**config.mk**
```make
export PLATFORM = sky130hd
export DESIGN_NAME = can_tx_mailbox_status
export DESIGN_NICKNAME = d
export VERILOG_FILES = /design/src/rtl/can_tx_status_pkg.sv /design/src/rtl/can_tx_mailbox_status.sv
export SDC_FILE = /design/constraint.sdc
export NUM_CORES = 1
export LEC_CHECK = 0
export ABC_CLOCK_PERIOD_IN_PS = 1700
export BUFFER_PORTS_ARGS = -buffer_cell sky130_fd_sc_hd__buf_4
export CORE_ASPECT_RATIO = 1.4
export CORE_MARGIN = 2
export CORE_UTILIZATION = 50
export CTS_CLUSTER_SIZE = 40
export DETAILED_ROUTE_END_ITERATION = 8
export PLACE_DENSITY = 0.82
export SYNTH_ARGS = -nofsm -noshare
export SYNTH_HDL_FRONTEND = slang
export SYNTH_SLANG_ARGS = --single-unit
```
**constraint.sdc**
```tcl
create_clock -name pclk -period 1.7 [get_ports pclk]
set_input_delay 0.085 -clock pclk [delete_from_list [all_inputs] [get_ports pclk]]
set_output_delay 0.085 -clock pclk [all_outputs]
set_load 0.01 [all_outputs]
```
**src/rtl/can_tx_status_pkg.sv**
```systemverilog
// constants and types for the transmit mailbox status block
package can_tx_status_pkg;
    // ************************************************************
    // sizes
    // ************************************************************
    localparam int unsigned NUM_BOXES  = 3;             // transmit mailboxes
    localparam int unsigned ADDR_W     = 8;             // apb address width
    localparam int unsigned ID_W       = 29;            // message identifier width

    // ************************************************************
    // register byte addresses
    // ************************************************************
    localparam logic [ADDR_W-1:0] ADDR_TX_STATUS = 8'h08;  // transmit_mailbox_status
    localparam logic [ADDR_W-1:0] ADDR_IRQ_STAT  = 8'h20;  // sticky events, read clears
    localparam logic [ADDR_W-1:0] ADDR_IRQ_MASK  = 8'h24;  // event enables

    // ************************************************************
    // status word layout
    // ************************************************************
    localparam int unsigned ST_LOWEST_LSB = 29;         // lowest-priority flags 31:29
    localparam int unsigned ST_EMPTY_LSB  = 26;         // empty flags 28:26
    localparam int unsigned ST_CODE_LSB   = 24;         // mailbox code 25:24
    localparam int unsigned ST_RSVD_LSB   = 20;         // reserved 22:20
    localparam int unsigned ST_RSVD_MSB   = 22;
    localparam int unsigned BOX_STRIDE    = 8;          // per-box byte of flags
    localparam int unsigned FLD_DONE      = 0;          // request completed
    localparam int unsigned FLD_OK        = 1;          // last attempt succeeded
    localparam int unsigned FLD_ALST      = 2;          // arbitration lost
    localparam int unsigned FLD_TERR      = 3;          // transmission error
    localparam int unsigned FLD_ABORT     = 7;          // abort request

    // ************************************************************
    // reset values
    // ************************************************************
    localparam logic [31:0] TX_STATUS_RESET = 32'h1c00_0000;
    localparam logic [2:0]  IRQ_MASK_RESET  = 3'h0;

    // ************************************************************
    // carriers
    // ************************************************************
    typedef logic [ID_W-1:0] msg_id_t;                  // identifier of a queued frame
    typedef struct packed {
        logic ok;                                       // frame went out
        logic arb_lost;                                 // lost arbitration
        logic bus_err;                                  // bus error
    } attempt_t;                                        // outcome of one send attempt
endpackage

```
**src/rtl/can_tx_mailbox_status.sv**
```systemverilog
// transmit mailbox status register with abort handling and apb slave
//
// What this block does
// - flag the lowest-priority pending box, bits 31..29
// - single pending box clears all lowest flags
// - empty flag set while box holds nothing
// - status reads 0x1c000000 out of reset
// - code gives next empty box to fill
// - all empty: code gives box of newest request, in either ranking mode
// - abort bit set by software, cleared when idle
// - abort on an empty box does nothing
// - bus error on attempt sets error flag
// - lost arbitration on attempt sets flag
// - success flag follows latest attempt outcome
// - finished send or abort sets completed flag
// - completed flag cleared by write-one or request
// - clearing completed also clears its outcome flags
// - bits 22..20 always read zero
// - order option ranks boxes by request age
`timescale 1ns/1ps
module can_tx_mailbox_status
    import can_tx_status_pkg::*;
#(
    parameter int unsigned BOXES = NUM_BOXES           // fixed by the register layout
) (
    input  wire logic                  pclk,
    input  wire logic                  presetn,
    input  wire logic                  psel,
    input  wire logic                  penable,
    input  wire logic                  pwrite,
    input  wire logic [ADDR_W-1:0]     paddr,
    input  wire logic [31:0]           pwdata,
    output logic      [31:0]           prdata,
    output logic                       pready,
    output logic                       pslverr,
    input  wire logic                  prio_by_order,   // 1: rank by request order
    input  wire logic [BOXES-1:0]      tx_req,          // engine accepted transmit_request
    input  wire logic [BOXES-1:0]      tx_busy,         // box frame is on the bus
    input  wire logic [BOXES-1:0]      attempt_end,     // send attempt finished
    input  wire attempt_t              attempt,         // outcome of that attempt
    input  wire msg_id_t [BOXES-1:0]   box_id,          // identifiers of queued frames
    output logic      [BOXES-1:0]      tx_pending,      // boxes holding a frame
    output logic      [BOXES-1:0]      abort_active,    // abort requested, to engine
    output logic                       irq              // level, unmasked event pending
);

    // ************************************************************
    // elaboration checks
    // ************************************************************
    if (BOXES != NUM_BOXES) begin : g_bad_boxes
        $error("mailbox count must match the status word layout");
    end

    // ************************************************************
    // helpers
    // ************************************************************
    // bit position of a per-box field
    function automatic int unsigned fpos(input int unsigned box, input int unsigned fld);
        fpos = box * BOX_STRIDE + fld;
    endfunction

    // number of the first set bit, lowest first
    function automatic logic [1:0] first_set(input logic [2:0] v);
        first_set = v[0] ? 2'h0 : (v[1] ? 2'h1 : (v[2] ? 2'h2 : 2'h0));
    endfunction

    // ************************************************************
    // state
    // ************************************************************
    logic [BOXES-1:0]  pending_q, pending_d;            // box holds a frame
    logic [BOXES-1:0]  done_q, done_d;                  // request completed
    logic [BOXES-1:0]  ok_q, ok_d;                      // last attempt succeeded
    logic [BOXES-1:0]  alst_q, alst_d;                  // arbitration lost
    logic [BOXES-1:0]  terr_q, terr_d;                  // transmission error
    logic [BOXES-1:0]  abort_q, abort_d;                // abort requested
    logic [BOXES-1:0]  done_set;                        // completion event this cycle
    logic [BOXES-1:0]  older_q [BOXES];                 // [i][j]: i requested before j
    logic [BOXES-1:0]  older_d [BOXES];
    logic [BOXES-1:0]  lower   [BOXES];                 // [i][j]: i ranks below j
    logic [2:0]        irq_st_q, irq_st_d;              // sticky events
    logic [2:0]        irq_mask_q;                      // event enables
    logic [31:0]       prdata_q;                        // captured read data
    logic              ready_q;                         // access phase answer

    // ************************************************************
    // apb decode
    // ************************************************************
    // a transfer completes in its second access cycle
    wire        acc      = psel & penable & ready_q;     // completing transfer
    wire        hit_st   = (paddr == ADDR_TX_STATUS);
    wire        hit_ist  = (paddr == ADDR_IRQ_STAT);
    wire        hit_imsk = (paddr == ADDR_IRQ_MASK);
    wire        unmapped = ~(hit_st | hit_ist | hit_imsk);
    wire        wr_st    = acc & pwrite & hit_st;
    wire [31:0] wr_ones  = wr_st ? pwdata : 32'h0;      // write-one strobes
    // read of the event register clears only what it returned
    wire        rd_ist   = acc & ~pwrite & hit_ist;

    // ************************************************************
    // per-box flags
    // ************************************************************
    for (genvar b = 0; b < BOXES; b++) begin : g_box
        // write-one strobes of this box's flag bits
        wire w_done  = wr_ones[fpos(b, FLD_DONE)];
        wire w_ok    = wr_ones[fpos(b, FLD_OK)];
        wire w_alst  = wr_ones[fpos(b, FLD_ALST)];
        wire w_terr  = wr_ones[fpos(b, FLD_TERR)];
        wire w_abort = wr_ones[fpos(b, FLD_ABORT)];
        wire fail    = attempt_end[b] & ~attempt.ok;
        // abort lands when the box is off the bus or its attempt just failed
        wire cancel  = abort_q[b] & pending_q[b] & (~tx_busy[b] | fail);
        // a successful attempt ends the request, a failed one retries
        wire finish  = pending_q[b] & attempt_end[b] & attempt.ok;
        wire clr_all = w_done | tx_req[b];

        // completion event, from a sent frame or a landed abort
        assign done_set[b] = finish | cancel;

        // next state, hardware set wins over any clear
        always_comb begin
            pending_d[b] = pending_q[b];
            if (tx_req[b]) begin
                pending_d[b] = 1'b1;
            end else if (done_set[b]) begin
                pending_d[b] = 1'b0;
            end
            done_d[b] = done_set[b] | (done_q[b] & ~clr_all);
            ok_d[b]   = attempt_end[b] ? attempt.ok
                                       : (ok_q[b] & ~clr_all & ~w_ok);
            alst_d[b] = (attempt_end[b] & attempt.arb_lost)
                        | (alst_q[b] & ~clr_all & ~w_alst);
            terr_d[b] = (attempt_end[b] & attempt.bus_err)
                        | (terr_q[b] & ~clr_all & ~w_terr);
            // ignored on an empty box, dropped once the box goes idle
            abort_d[b] = (abort_q[b] | (w_abort & pending_q[b])) & pending_d[b];
        end

        // request order matrix, newest request ranks lowest
        for (genvar j = 0; j < BOXES; j++) begin : g_age
            always_comb begin
                if (b == j) begin
                    older_d[b][j] = 1'b0;
                end else if (tx_req[b] & tx_req[j]) begin
                    older_d[b][j] = (b < j);
                end else if (tx_req[j]) begin
                    older_d[b][j] = 1'b1;
                end else if (tx_req[b]) begin
                    older_d[b][j] = 1'b0;
                end else begin
                    older_d[b][j] = older_q[b][j];
                end
            end
            // ranking: order mode, else higher identifier, tie to higher box
            assign lower[b][j] = (b != j) & (prio_by_order ? older_q[j][b]
                               : ((box_id[b] > box_id[j])
                               | ((box_id[b] == box_id[j]) & (b > j))));
            // reset order leaves box 0 the newest
            always_ff @(posedge pclk or negedge presetn) begin
                if (!presetn) begin
                    older_q[b][j] <= (b > j) ? 1'b1 : 1'b0;
                end else begin
                    older_q[b][j] <= older_d[b][j];
                end
            end
        end
    end

    // ************************************************************
    // priority, empty and code fields
    // ************************************************************
    logic [BOXES-1:0] lowest_pend;                      // lowest among pending
    logic [BOXES-1:0] lowest_age;                       // newest request overall

    // compare each box with every other
    always_comb begin
        for (int i = 0; i < BOXES; i++) begin
            lowest_pend[i] = pending_q[i];
            lowest_age[i]  = 1'b1;
            for (int j = 0; j < BOXES; j++) begin
                if (i != j) begin
                    lowest_pend[i] = lowest_pend[i] & (~pending_q[j] | lower[i][j]);
                    lowest_age[i]  = lowest_age[i] & older_q[j][i];
                end
            end
        end
    end

    // two or more boxes pending
    wire             multi        = (pending_q[0] & pending_q[1]) | (pending_q[0] & pending_q[2])
                                  | (pending_q[1] & pending_q[2]);
    wire [2:0]       lowest_flags = multi ? lowest_pend : 3'h0;
    // a box is empty whenever it holds no frame
    wire [2:0]       empty        = ~pending_q;
    wire [1:0]       code         = (&empty) ? first_set(lowest_age)
                                             : first_set(empty);

    // ************************************************************
    // status word, reserved bits stay zero
    // ************************************************************
    logic [31:0] st_word;
    always_comb begin
        st_word = 32'h0;
        st_word[ST_LOWEST_LSB +: 3] = lowest_flags;
        st_word[ST_EMPTY_LSB +: 3]  = empty;
        st_word[ST_CODE_LSB +: 2]   = code;
        for (int i = 0; i < BOXES; i++) begin
            st_word[fpos(i, FLD_DONE)]  = done_q[i];
            st_word[fpos(i, FLD_OK)]    = ok_q[i];
            st_word[fpos(i, FLD_ALST)]  = alst_q[i];
            st_word[fpos(i, FLD_TERR)]  = terr_q[i];
            st_word[fpos(i, FLD_ABORT)] = abort_q[i];
        end
    end

    // ************************************************************
    // interrupt events, read clears only what was returned
    // ************************************************************
    // an event landing during the read survives, since set wins
    assign irq_st_d = done_set | (irq_st_q & ~(rd_ist ? prdata_q[2:0] : 3'h0));

    // read mux
    wire [31:0] rd_mux = hit_st   ? st_word
                       : hit_ist  ? {29'h0, irq_st_q}
                       : hit_imsk ? {29'h0, irq_mask_q}
                       : 32'h0;

    // ************************************************************
    // registers
    // ************************************************************
    // flag state
    always_ff @(posedge pclk or negedge presetn) begin
        if (!presetn) begin
            pending_q <= 3'h0;
            done_q    <= 3'h0;
            ok_q      <= 3'h0;
            alst_q    <= 3'h0;
            terr_q    <= 3'h0;
            abort_q   <= 3'h0;
        end else begin
            pending_q <= pending_d;
            done_q    <= done_d;
            ok_q      <= ok_d;
            alst_q    <= alst_d;
            terr_q    <= terr_d;
            abort_q   <= abort_d;
        end
    end

    // interrupt registers
    always_ff @(posedge pclk or negedge presetn) begin
        if (!presetn) begin
            irq_st_q   <= 3'h0;
            irq_mask_q <= IRQ_MASK_RESET;
        end else begin
            irq_st_q   <= irq_st_d;
            if (acc & pwrite & hit_imsk) begin
                irq_mask_q <= pwdata[2:0];
            end
        end
    end

    // one wait state, read data captured in the first access cycle
    always_ff @(posedge pclk or negedge presetn) begin
        if (!presetn) begin
            ready_q  <= 1'b0;
            prdata_q <= 32'h0;
        end else begin
            ready_q  <= psel & penable & ~ready_q;
            if (psel & penable & ~ready_q & ~pwrite) begin
                prdata_q <= rd_mux;
            end
        end
    end

    // ************************************************************
    // outputs
    // ************************************************************
    assign prdata       = prdata_q;
    assign pready       = ready_q;
    assign pslverr      = ready_q & unmapped;
    assign tx_pending   = pending_q;
    assign abort_active = abort_q;
    assign irq          = |(irq_st_q & irq_mask_q);

    // per-box checks
    for (genvar b = 0; b < BOXES; b++) begin : g_chk

    end
endmodule // can_tx_mailbox_status

```
# == Word level (Yosys, flattened, before mapping) ==
# Cells that the tools add are included.
# totals
romBits,0
word_cells,210
ramBits,0
out_inout_bits,41
mem_count,0
latch_bits,0
reg_bits,63
in_bits,145
# classes
add_sub_neg,0
shift,0
bitwise,134
n_mux,43
n_div,0
n_eq_ne,6
n_mul,0
n_lt_le_gt_ge,6
reduce_logical,5
# ops
op,n
greater-than comparator 29 bit,6
== test 29 bit,3
bitwise AND 1 bit,73
OR 1 bit,34
2-to-1 mux 32 bit,1
2-to-1 mux 1 bit,30
2-to-1 mux 24 bit,1
NOT 1 bit,22
"== test 8 x 6 -> 1 bit, second input constant",2
2-to-1 mux 2 bit,7
2-to-1 mux 3 bit,4
nonzero test 3 bit,3
"== test 8 x 4 -> 1 bit, second input constant",1
bitwise AND 3 bit,2
NOT 3 bit,2
OR 3 bit,1
AND reduction 3 bit,1
OR reduction 3 bit,1

# == Longest topological paths before layout ==
# Gate-level depths: netlist of run 1.
# depth
depth_word,10
ltp_mapped,8
ltp_nobuf,8

# == Worst setup path after synthesis of run 1 ==
# No wires, ideal clock.
# synth_path
kind,input-to-reg
start,in box_id[27] in the netlist's numbering
end,"reg prdata_q[29], in the netlist prdata[29]"
required_ps,1578
path_buffers,0
setup_ps,122
path_stages,8
slack_ps,-276
arrival_time_ps,1854
cell_sequence,inv_1 ha_1 nand4_1 or3_1 or3_4 a31oi_1 o311ai_0 a32o_1
# synth_between
elab_chain_cells,7
word_cells_on_any_way,10
classes_between,2 x order compare; 4 x mux; 4 x bitwise
# synth_rtl
element,line_no,rtl
from (decl),can_tx_mailbox_status.sv:41,"input wire msg_id_t [BOXES-1:0] box_id,"
greater-than comparator 29 bit,can_tx_mailbox_status.sv:155,: ((box_id[b] > box_id[j])
2-to-1 mux 1 bit,can_tx_mailbox_status.sv:154,assign lower[b][j] = (b != j) & (prio_by_order ? older_q[j][b]
OR 1 bit,can_tx_mailbox_status.sv:181,lowest_pend[i] = lowest_pend[i] & (~pending_q[j] | lower[i][j]);
bitwise AND 1 bit,can_tx_mailbox_status.sv:181,
bitwise AND 1 bit *,can_tx_mailbox_status.sv:181,
2-to-1 mux 3 bit *,can_tx_mailbox_status.sv:191,wire [2:0] lowest_flags = multi ? lowest_pend : 3'h0;
2-to-1 mux 32 bit *,can_tx_mailbox_status.sv:222,wire [31:0] rd_mux = hit_st ? st_word
to (signal assigned),can_tx_mailbox_status.sv:270,prdata_q <= rd_mux;
to (decl),can_tx_mailbox_status.sv:82,logic [31:0] prdata_q;
# Every way passes the cells marked *; elsewhere a longest branch is shown, timed or not.
# A chain may end at the register's enable or synchronous reset.

# == Worst setup path after layout of run 1 ==
# layout_path
start,in box_id[26] in the netlist's numbering
end,"reg prdata_q[29], in the netlist prdata[29]"
# Same word-level chain as after synthesis.

==> flow_summary_export.csv, run 1 <==
group,metric,value,unit
detailed_routing,drt-vias-per-instance,5.751,
finish,largest_register_ffs,23,
placed_design,io_buffers,159,
min_path,min-delay-start,"tx_req[0]",
timing,rsz0062_at_grt,"true",
finish,syn_to_final_growth,49.07,%
finish,fillerInstances,619,
power_and_ir_drop,ir_drop,0.5947,mV
timing,whs,0.01768,ns
logic_synthesis,synth_xor_area_frac,0,
timing,fmax,589.6,MHz
critical_path,reg2reg_from,"pready",
logic_synthesis,syn_area,4587,µm²
detailed_routing,num_vias,4929,
detailed_routing,drc,0,
cts,path_clk_slew,0.07,ns
cts,clkLatencyLatePin,0.29,ns
logic_synthesis,synth_cells,530,
floorplan,io_pins,186,
placed_design,dp.cells,845,
detailed_routing,drtAntennaViolNets,0,
critical_path,worstReg2RegEnd,"ok_q[1]",
timing,min_period,1.696,ns
finish,antenna_cells,0,
min_path,hold_path_depth,2,
cts,cts_root_buf,"clkbuf_16",
finish,finalNonFillerCells,857,
timing,worst_pin_slew,0.6641,ns
cts,cts_tree,"built",
critical_path,critical_path.max_fanout,2,
logic_synthesis,synth_ff_type,"dfrtp_1",
detailed_routing,wl_per_cell,16.94,µm
timing,finalWorstSetupSlack,0.003998,ns
logic_synthesis,seq_area_frac_synth,0.2954,
critical_path,critPathKind,"input port to flop",
logic_synthesis,synth.avg_cell_area,8.655,µm²
finish,final_common_cell,"buf_4",
detailed_routing,firstDrtPassIters,5,
finish,nNetsFinal,982,
timing,setup_viol,0,
cts,h-tree-depth,2,
detailed_routing,drt_iter0_markers,233,
logic_synthesis,yosys_warnings,0,
logic_synthesis,ys_seq_elements,54,
critical_path,reg2reg_depth,6,
global_routing,grt_overflow,0,
logic_synthesis,synth.distinct_cells,55,
global_routing,grt_pass1_vias,5020,
power_and_ir_drop,power.density,524.5,nW/µm²
critical_path,crit_path_start_kind,"input port",
cts,cts_buffers,5,
timing,maxSlewViolCount,0,
min_path,hold_class,"input port to flop",
timing,hold_viol,0,
min_path,min_to,"older_q[7]",
logic_synthesis,synth_top_family_by_area,"adder cells",
power_and_ir_drop,p_leak,0.003582,µW
finish,drive_above_1_share,0.3853,
critical_path,required,1.88,ns
logic_synthesis,synthSimpleGateAreaFrac,0.1718,
power_and_ir_drop,power,3586,µW
global_routing,grt_max_degree,55,
placed_design,dp_slack,-0.4786,ns
logic_synthesis,synth_compound_area_frac,0.2021,
global_routing,grt_pass1_wl,22670,µm
timing,period_share,0.9976,
detailed_routing,wl,14520,µm
placed_design,gp_congestion,0.9108,
floorplan,floorplan.initialDensity,0.5109,
placed_design,hpwl,11630,µm
logic_synthesis,synth_mux_area_frac,0.007365,
critical_path,rrSetupSlack,0.14,ns
timing,skew,0.007301,ns
cts,clockBufferDepth,2,
timing,max_slew_margin,0.5573,
floorplan,core_area,8977,µm²
global_routing,grt_use_total,0.2762,
run,drv_cap,0,
floorplan,fp-row-count,41,
logic_synthesis,async_flop_share,1.000,
timing,setup_tns,0,ns
global_routing,antenna_found_initial,0,
run_status,status,"completed",
finish,final_cell_mix,"218 x buf_4, 72 x ha_1, 65 x nand2_1",
cts,clock_sinks,54,
floorplan,dieWidth,84.95,µm
critical_path,critPathArrivalTime,1.88,ns
logic_synthesis,synthAdderAreaFrac,0.2373,
floorplan,dieArea,9967,µm²
floorplan,die_y,117.3,µm
critical_path,endpoint_kind,"flop",
logic_synthesis,synth_edf_count,0,
cells in the mapped netlist, types with 3 or more instances:
cell / instances / area (µm²)
and2_1: 3 / 18.77
nor4_1: 5 / 31.28
nor3_1: 5 / 25.02
o31ai_1: 3 / 22.52
or3_1: 3 / 18.77
dfstp_2: 3 / 78.83
a21boi_0: 3 / 22.52
a211oi_1: 3 / 22.52
buf_4: 10 / 75.07
a41o_1: 3 / 30.03
inv_1: 73 / 274.0
buf_2: 3 / 15.01
mux2_2: 3 / 33.78
a22o_1: 6 / 52.55
a32o_1: 8 / 80.08
nand4_1: 19 / 118.9
ha_1: 87 / 1089
o41ai_1: 3 / 26.28
a21oi_1: 41 / 205.2
nand3_1: 18 / 90.09
clkbuf_1: 7 / 26.28
nand2_1: 65 / 244.0
a21o_1: 8 / 60.06
a221oi_1: 5 / 43.79
and3_1: 5 / 31.28
o21ai_0: 26 / 130.1
o21a_1: 5 / 37.54
nor2_1: 21 / 78.83
dfrtp_1: 51 / 1276
nand3b_1: 3 / 22.52
worst max path at each step:
stage | start | endpoint | cells after the start
after global placement | box_id[24] | prdata[30] | 10
after CTS | box_id[24] | prdata[31] | 10
after detailed placement | box_id[24] | prdata[30] | 10
after floorplan | paddr[0] | irq_st_q[1] | 6
after global routing | box_id[26] | prdata[29] | 9
final | box_id[26] | prdata[29] | 9
per-layer routing:
layer	track usage	vias up	wire length (µm)
li1	-	2331	-
met1	0.3192	2333	5441
met4	0.1062	0	528
met3	0.03589	49	852
met2	0.5054	216	7694
met5	0	-	0
worst max-delay path, cell delays in order:
cell and delay (ns):
buf_4 0.08, inv_2 0.05, ha_4 0.26, nand4_1 0.11, or3_4 0.37, or3_4 0.38
a31oi_4 0.17, o311ai_1 0.10, a32o_2 0.27
per-stage QoR:
| step | util | area [µm²] |
|---|---|---|
| after floorplan | - | 4745 |
| final | 0.7617 | 6838 |
| after global placement | 0.7172 | 6439 |
| after CTS | 0.7451 | 6689 |
| after global routing | 0.7617 | 6838 |
| after detailed placement | 0.7172 | 6439 |
final cells by class:
type / count / area [µm²] / share of cell area
well taps: 107 / 133.9 / 0.01958
clock buffers: 6 / 128.9 / 0.01885
clock inverters: 1 / 7.507 / 0.001098
repair buffers: 225 / 1729 / 0.2529
multi-input cells: 391 / 3202 / 0.4683
inverters: 73 / 281.5 / 0.04117
flip-flops and latches: 54 / 1355 / 0.1982
kinds of logic (layout without fill, tap and decap cells):
logic type,count (synthesis),count (layout)
and+or+nand+nor,157,157
AOI/OAI and AO/OA,135,135
buffers and inverters,93,305
adders and majority gates,87,87
DFF,54,54
muxes,3,3
other,1,9
power by group:
group / switching, µW / internal, µW
sequential: 48.1 / 1340
clock: 447 / 539
combinational: 579 / 630
total: 1070 / 2510
timing repair:
item                                    4_1_cts  5_1_grt
buffers inserted                              1        1
hold buffers                                  3        0
endpoints found under the setup margin        3        4
pin swaps                                     9       15
gates resized for setup                      17       24
endpoints found under the hold margin        54        0
(Power assumes the default switching activity.)
==> run 2: changes to the inputs <==
--- a/config.mk
+++ b/config.mk
@@ -8,7 +8,6 @@
 export ABC_CLOCK_PERIOD_IN_PS = 1700
 export BUFFER_PORTS_ARGS = -buffer_cell sky130_fd_sc_hd__buf_4
 export CORE_ASPECT_RATIO = 1.4
-export CORE_MARGIN = 2
 export CORE_UTILIZATION = 50
 export CTS_CLUSTER_SIZE = 40
 export DETAILED_ROUTE_END_ITERATION = 8
==> constraint.sdc (replaced) <==
create_clock -name pclk -period 1.7 [get_ports pclk]
set_input_delay 0 -clock pclk [delete_from_list [all_inputs] [get_ports pclk]]
set_output_delay 0 -clock pclk [all_outputs]
set_load 0.01 [all_outputs]
==> run 2 against run 1 <==
The flow now finishes with violations (setup timing). Count of clock-buffer cells in the layout decreased by 1. Utilization increased by 0.084 points. Design area increased by 0.11%. Critical path depth decreased by 1. Cell count increased by 0.58%. Largest cell class unchanged.
==> flow_summary_export.csv, run 2 (synthesis results as in run 1) <==
group,metric,value,unit
finish,utilization,0.7625,
timing,min_period,1.730,ns
critical_path,crit_slowest_cell,"or3_4",
finish,antenna_cells,0,
cts,cts_root_buf,"clkbuf_16",
timing,whs,0.02065,ns
finish,nNetsFinal,986,
finish,fillerInstances,618,
timing,fmax,577.9,MHz
cts,clkLatencyLatePin,0.30,ns
timing,skew,0.006156,ns
critical_path,critical_path.max_fanout,3,
critical_path,crit_path_start_kind,"input port",
timing,rsz0062_at_grt,"true",
critical_path,worst-path-buf-inv,1,
cts,cts_buffers,5,
detailed_routing,wl,14750,µm
critical_path,crit_path_frequent_cell,"or3_4",
timing,max_slew_margin,0.5506,
finish,final_cell_mix,"206 x buf_4, 78 x ha_1, 68 x inv_1",
timing,maxSlewViolCount,0,
timing,setup_tns,-0.03033,ns
floorplan,io_pins,186,
critical_path,critPathArrivalTime,1.91,ns
detailed_routing,drc,0,
detailed_routing,wl_per_cell,17.11,µm
timing,finalWorstSetupSlack,-0.03033,ns
detailed_routing,num_vias,4952,
critical_path,critPathTopFamily,"simple AND/OR/NAND/NOR gates",
placed_design,io_buffers,159,
run_status,violations,"setup timing",
finish,drive_above_1_share,0.3523,
floorplan,dieWidth,82.95,µm
critical_path,slowest_delay,0.44,ns
critical_path,endpoint_kind,"flop",
finish,finalNonFillerCells,862,
finish,final_common_cell,"buf_4",
global_routing,grt_overflow,0,
run,drv_cap,0,
floorplan,dieArea,9566,µm²
run_status,status,"complete, but fails checks",
global_routing,grt_pass1_wl,23140,µm
cts,cts_tree,"built",
global_routing,grt_max_degree,55,
global_routing,grt_use_total,0.3014,
detailed_routing,drtAntennaViolNets,0,
finish,largest_register_ffs,23,
global_routing,grt_pass1_vias,5067,
placed_design,gp_congestion,0.9161,
power_and_ir_drop,power,3749,µW
detailed_routing,drt_iter0_markers,193,
floorplan,core_area,8977,µm²
critical_path,crit_chain,"buf_6, ha_4, nand4_1, or3_4, or3_4, a31oi_4, o311ai_2, a32o_1",
timing,hold_viol,0,
critical_path,required,1.88,ns
detailed_routing,firstDrtPassIters,5,
placed_design,hpwl,11590,µm
timing,period_share,1.018,
placed_design,dp.cells,837,
cts,clock_sinks,54,
global_routing,antenna_found_initial,0,
power_and_ir_drop,ir_drop,0.8588,mV
finish,syn_to_final_growth,49.24,%
min_path,hold_class,"input port to flop",
timing,setup_viol,1,
critical_path,critPathKind,"input port to flop",
power_and_ir_drop,p_leak,0.003601,µW
floorplan,die_y,115.3,µm
cts,path_clk_slew,0.07,ns
timing,worst_pin_slew,0.6741,ns
detailed_routing,drt-vias-per-instance,5.745,
cts,h-tree-depth,2,
floorplan,floorplan.initialDensity,0.5109,
cts,clockBufferDepth,2,
power_and_ir_drop,power.density,547.6,nW/µm²
floorplan,fp-row-count,41,
-- run 2: tightest hold or removal path, stage by stage --
cell and delay, ns:
buf_4 0.12, nand2_1 0.10, nor2_1 0.05
-- run 2: repair_timing --
item | in CTS | in global routing
hold endpoints to repair | 68 | 0
endpoints found under the setup margin | 1 | 5
pin swaps | 0 | 21
hold buffers | 16 | 0
buffers inserted | 0 | 1
gates resized for setup | 1 | 37
-- run 2: metrics by stage --
stage | cell area, µm² | worst slack (ns)
floorplan | 4651 | -0.002892
global placement | 6285 | -0.3131
detailed placement | 6285 | -0.3560
CTS | 6620 | 0.0001139
global route | 6845 | -0.06083
finish | 6845 | -0.03033
-- run 2: worst paths after layout --
check,startpoint,end,slack [ns],cells past startpoint
setup reg to reg,pready,terr_q[0],0.20,6
hold reg to reg,prdata[28],prdata[28],0.48,2
setup / recovery,box_id[56],prdata[29],-0.03,8
hold / removal,psel,pready,0.02,3
max in group asynchronous,presetn,irq_st_q[0],0.96,2
min in group asynchronous,presetn,prdata[3],0.29,2
-- run 2: area by class of cell --
class | count | area, µm² | share of cell area
repair buffers | 229 | 1803 | 0.2634
clock inverters | 3 | 43.79 | 0.006397
inverters | 73 | 284.0 | 0.04149
clock buffers | 5 | 125.1 | 0.01828
flip-flops and latches | 54 | 1355 | 0.1980
multi-input cells | 391 | 3100 | 0.4529
well taps | 107 | 133.9 | 0.01956
-- run 2: where the power goes --
part | total, µW | internal (µW) | switching, µW
registers | 1390 | 1340 | 45.3
clock network | 1170 | 698 | 474
logic | 1190 | 616 | 572
total | 3750 | 2660 | 1090
-- run 2: routing by layer --
metal / vias to the layer above / track usage / share of wire
li1: 2347 / - / -
met4: 0 / 0.1483 / 0.039
met1: 2335 / 0.3207 / 0.36
met2: 219 / 0.5814 / 0.54
met3: 51 / 0.04164 / 0.061
met5: - / 0 / 0
==> run 3: changes to the inputs <==
--- a/config.mk
+++ b/config.mk
@@ -5,13 +5,13 @@
 export SDC_FILE = /design/constraint.sdc
 export NUM_CORES = 1
 export LEC_CHECK = 0
-export ABC_CLOCK_PERIOD_IN_PS = 1700
+export ABC_CLOCK_PERIOD_IN_PS = 1400
 export BUFFER_PORTS_ARGS = -buffer_cell sky130_fd_sc_hd__buf_4
 export CORE_ASPECT_RATIO = 1.4
-export CORE_UTILIZATION = 50
+export CORE_UTILIZATION = 45
 export CTS_CLUSTER_SIZE = 40
 export DETAILED_ROUTE_END_ITERATION = 8
-export PLACE_DENSITY = 0.82
+export PLACE_DENSITY = 0.78
 export SYNTH_ARGS = -nofsm -noshare
 export SYNTH_HDL_FRONTEND = slang
 export SYNTH_SLANG_ARGS = --single-unit
==> constraint.sdc (replaced) <==
create_clock -name pclk -period 1.4 [get_ports pclk]
set_input_delay 0 -clock pclk [delete_from_list [all_inputs] [get_ports pclk]]
set_output_delay 0 -clock pclk [all_outputs]
set_load 0.01 [all_outputs]
==> run 3 against run 2 <==
The flow still finishes with violations (setup timing). Sequential power rose by 22%. Via count shrank 0.34%. Hold slack better by 0.0019 ns. Clock skew shrank 0.0041 ns. Largest power group unchanged. Highest routed layer unchanged.
==> flow_summary_export.csv, run 3 (synthesis results as in run 1) <==
group,metric,value,unit
global_routing,grt_overflow,0,
cts,clock_sinks,54,
finish,largest_register_ffs,23,
cts,cts_tree,"built",
timing,period_share,1.130,
timing,min_period,1.581,ns
critical_path,endpoint_kind,"flop",
critical_path,critical_path.max_fanout,2,
critical_path,worstReg2RegEnd,"prdata[29]",
cts,cts_buffers,5,
floorplan,core_area,9899,µm²
cts,h-tree-depth,2,
timing,setup_viol,22,
detailed_routing,top_layer,"met4",
floorplan,fp-row-count,43,
finish,syn_to_final_growth,64.13,%
detailed_routing,num_vias,4935,
detailed_routing,wl_per_cell,16.66,µm
critical_path,required,1.58,ns
timing,skew,0.002023,ns
timing,whs,0.02256,ns
finish,nNetsFinal,998,
detailed_routing,wl_met3,774,µm
detailed_routing,firstDrtPassIters,4,
timing,fmax,632.4,MHz
cts,clkLatencyLatePin,0.30,ns
placed_design,place_area,6599,µm²
global_routing,grt_use_total,0.2784,
critical_path,crit_path_start_kind,"input port",
global_routing,grt_pass1_wl,23090,µm
min_path,hold_class,"input port to flop",
finish,final_common_cell,"buf_4",
global_routing,grt_max_degree,33,
cts,cts_root_buf,"clkbuf_16",
finish,drive_above_1_share,0.4407,
timing,rsz0062_at_grt,"true",
critical_path,rrSetupSlack,-0.04,ns
placed_design,gp_congestion,0.8761,
critical_path,critPathArrivalTime,1.77,ns
finish,final_cell_area,7528,µm²
floorplan,dieArea,10610,µm²
power_and_ir_drop,power.density,602.3,nW/µm²
global_routing,antenna_found_initial,0,
timing,maxSlewViolCount,0,
floorplan,die_y,121.5,µm
critical_path,critPathKind,"input port to flop",
detailed_routing,drt-vias-per-instance,5.471,
placed_design,io_buffers,159,
global_routing,grt_pass1_vias,5062,
floorplan,floorplan.initialDensity,0.4633,
cts,path_clk_slew,0.07,ns
timing,finalWorstSetupSlack,-0.1814,ns
critical_path,crit_path_end,"prdata[29]",
detailed_routing,drt_iter0_markers,173,
power_and_ir_drop,p_leak,0.003750,µW
placed_design,hpwl,11640,µm
floorplan,dieWidth,87.33,µm
run,drv_cap,0,
detailed_routing,route.met2.wl,8074,µm
detailed_routing,drt-met1-wl,5725,µm
finish,final_cell_mix,"190 x buf_4, 65 x ha_1, 59 x inv_1",
floorplan,io_pins,186,
detailed_routing,wl,15020,µm
critical_path,reg2reg_depth,4,
power_and_ir_drop,ir_drop,0.8928,mV
cts,clockBufferDepth,2,
run_status,status,"complete, but fails checks",
timing,hold_viol,0,
detailed_routing,drc,0,
critical_path,startpoint,"box_id[28]",
critical_path,reg2reg_from,"pready",
detailed_routing,drtAntennaViolNets,0,
finish,antenna_cells,0,
placed_design,dp_slack,-0.7141,ns
run_status,violations,"setup timing",
==> run 3: changes by cell type in the layout (fill, tap and decap cells not counted), sizes merged <==
| cell | delta |
|---|---|
| inv | -1 |
| dlygate4sd3 | -1 |
| buf | +11 |
| bufinv | -1 |
| clkinvlp | +1 |
| clkbuf | +3 |
==> run 3: layout make-up <==
| cell class | instances | area (µm²) |
|---|---|---|
| multi-input cells | 391 | 3490 |
| clock inverters | 2 | 12.51 |
| flip-flops and latches | 54 | 1356 |
| repair buffers | 241 | 2046 |
| clock buffers | 6 | 138.9 |
| well taps | 135 | 168.9 |
| inverters | 73 | 316.6 |
| fillers | 693 | 2371 |
==> run 3: power by group <==
group	internal (µW)	switching [µW]	leakage (µW)	total, µW
combinational	835	750	0.00300	1580
sequential	1630	56.3	0.000679	1690
clock	709	553	0.0000729	1260
==> run 3: worst max-delay path, cell delays in order <==
cell,delay [ns]
buf_8,0.09
inv_12,0.03
ha_4,0.24
nand4_1,0.13
or3_4,0.37
or3_4,0.36
a31oi_4,0.19
o311ai_2,0.10
a32o_1,0.24
==> run 3: what timing repair did <==
item                                    4_1_cts  5_1_grt
pin swaps                                    41       40
setup buffers                                 8        5
endpoints found under the setup margin       32       43
hold endpoints to repair                     70        0
hold buffers                                 15        0
gates resized for setup                      56       64
gates cloned                                  1        3
==> run 3: worst min-delay path by stage <==
stage                     cells after the start               to      start
after floorplan                               0  abort_active[0]    presetn
after global placement                        1        alst_q[0]    presetn
after detailed placement                      1        alst_q[0]    presetn
after CTS                                     3           pready    penable
after global routing                          3        prdata[1]   paddr[2]
final                                         3          ok_q[1]  pwdata[9]
==> run 3: routing by layer <==
| layer | global-route usage | vias up |
|---|---|---|
| met4 | 0.1199 | 0 |
| met2 | 0.5249 | 194 |
| met3 | 0.03401 | 34 |
| li1 | - | 2367 |
| met5 | 0 | - |
| met1 | 0.3048 | 2340 |
==> run 3: metrics by stage <==
step	instances	TNS (ns)	total power [µW]	utilization
global route	902	-2.988	4759	0.7605
detailed placement	864	-11.76	3109	0.6666
floorplan	538	-3.446	2388	-
CTS	896	-1.317	4457	0.7283
global placement	864	-10.22	3060	0.6666
finish	902	-1.405	4534	0.7605
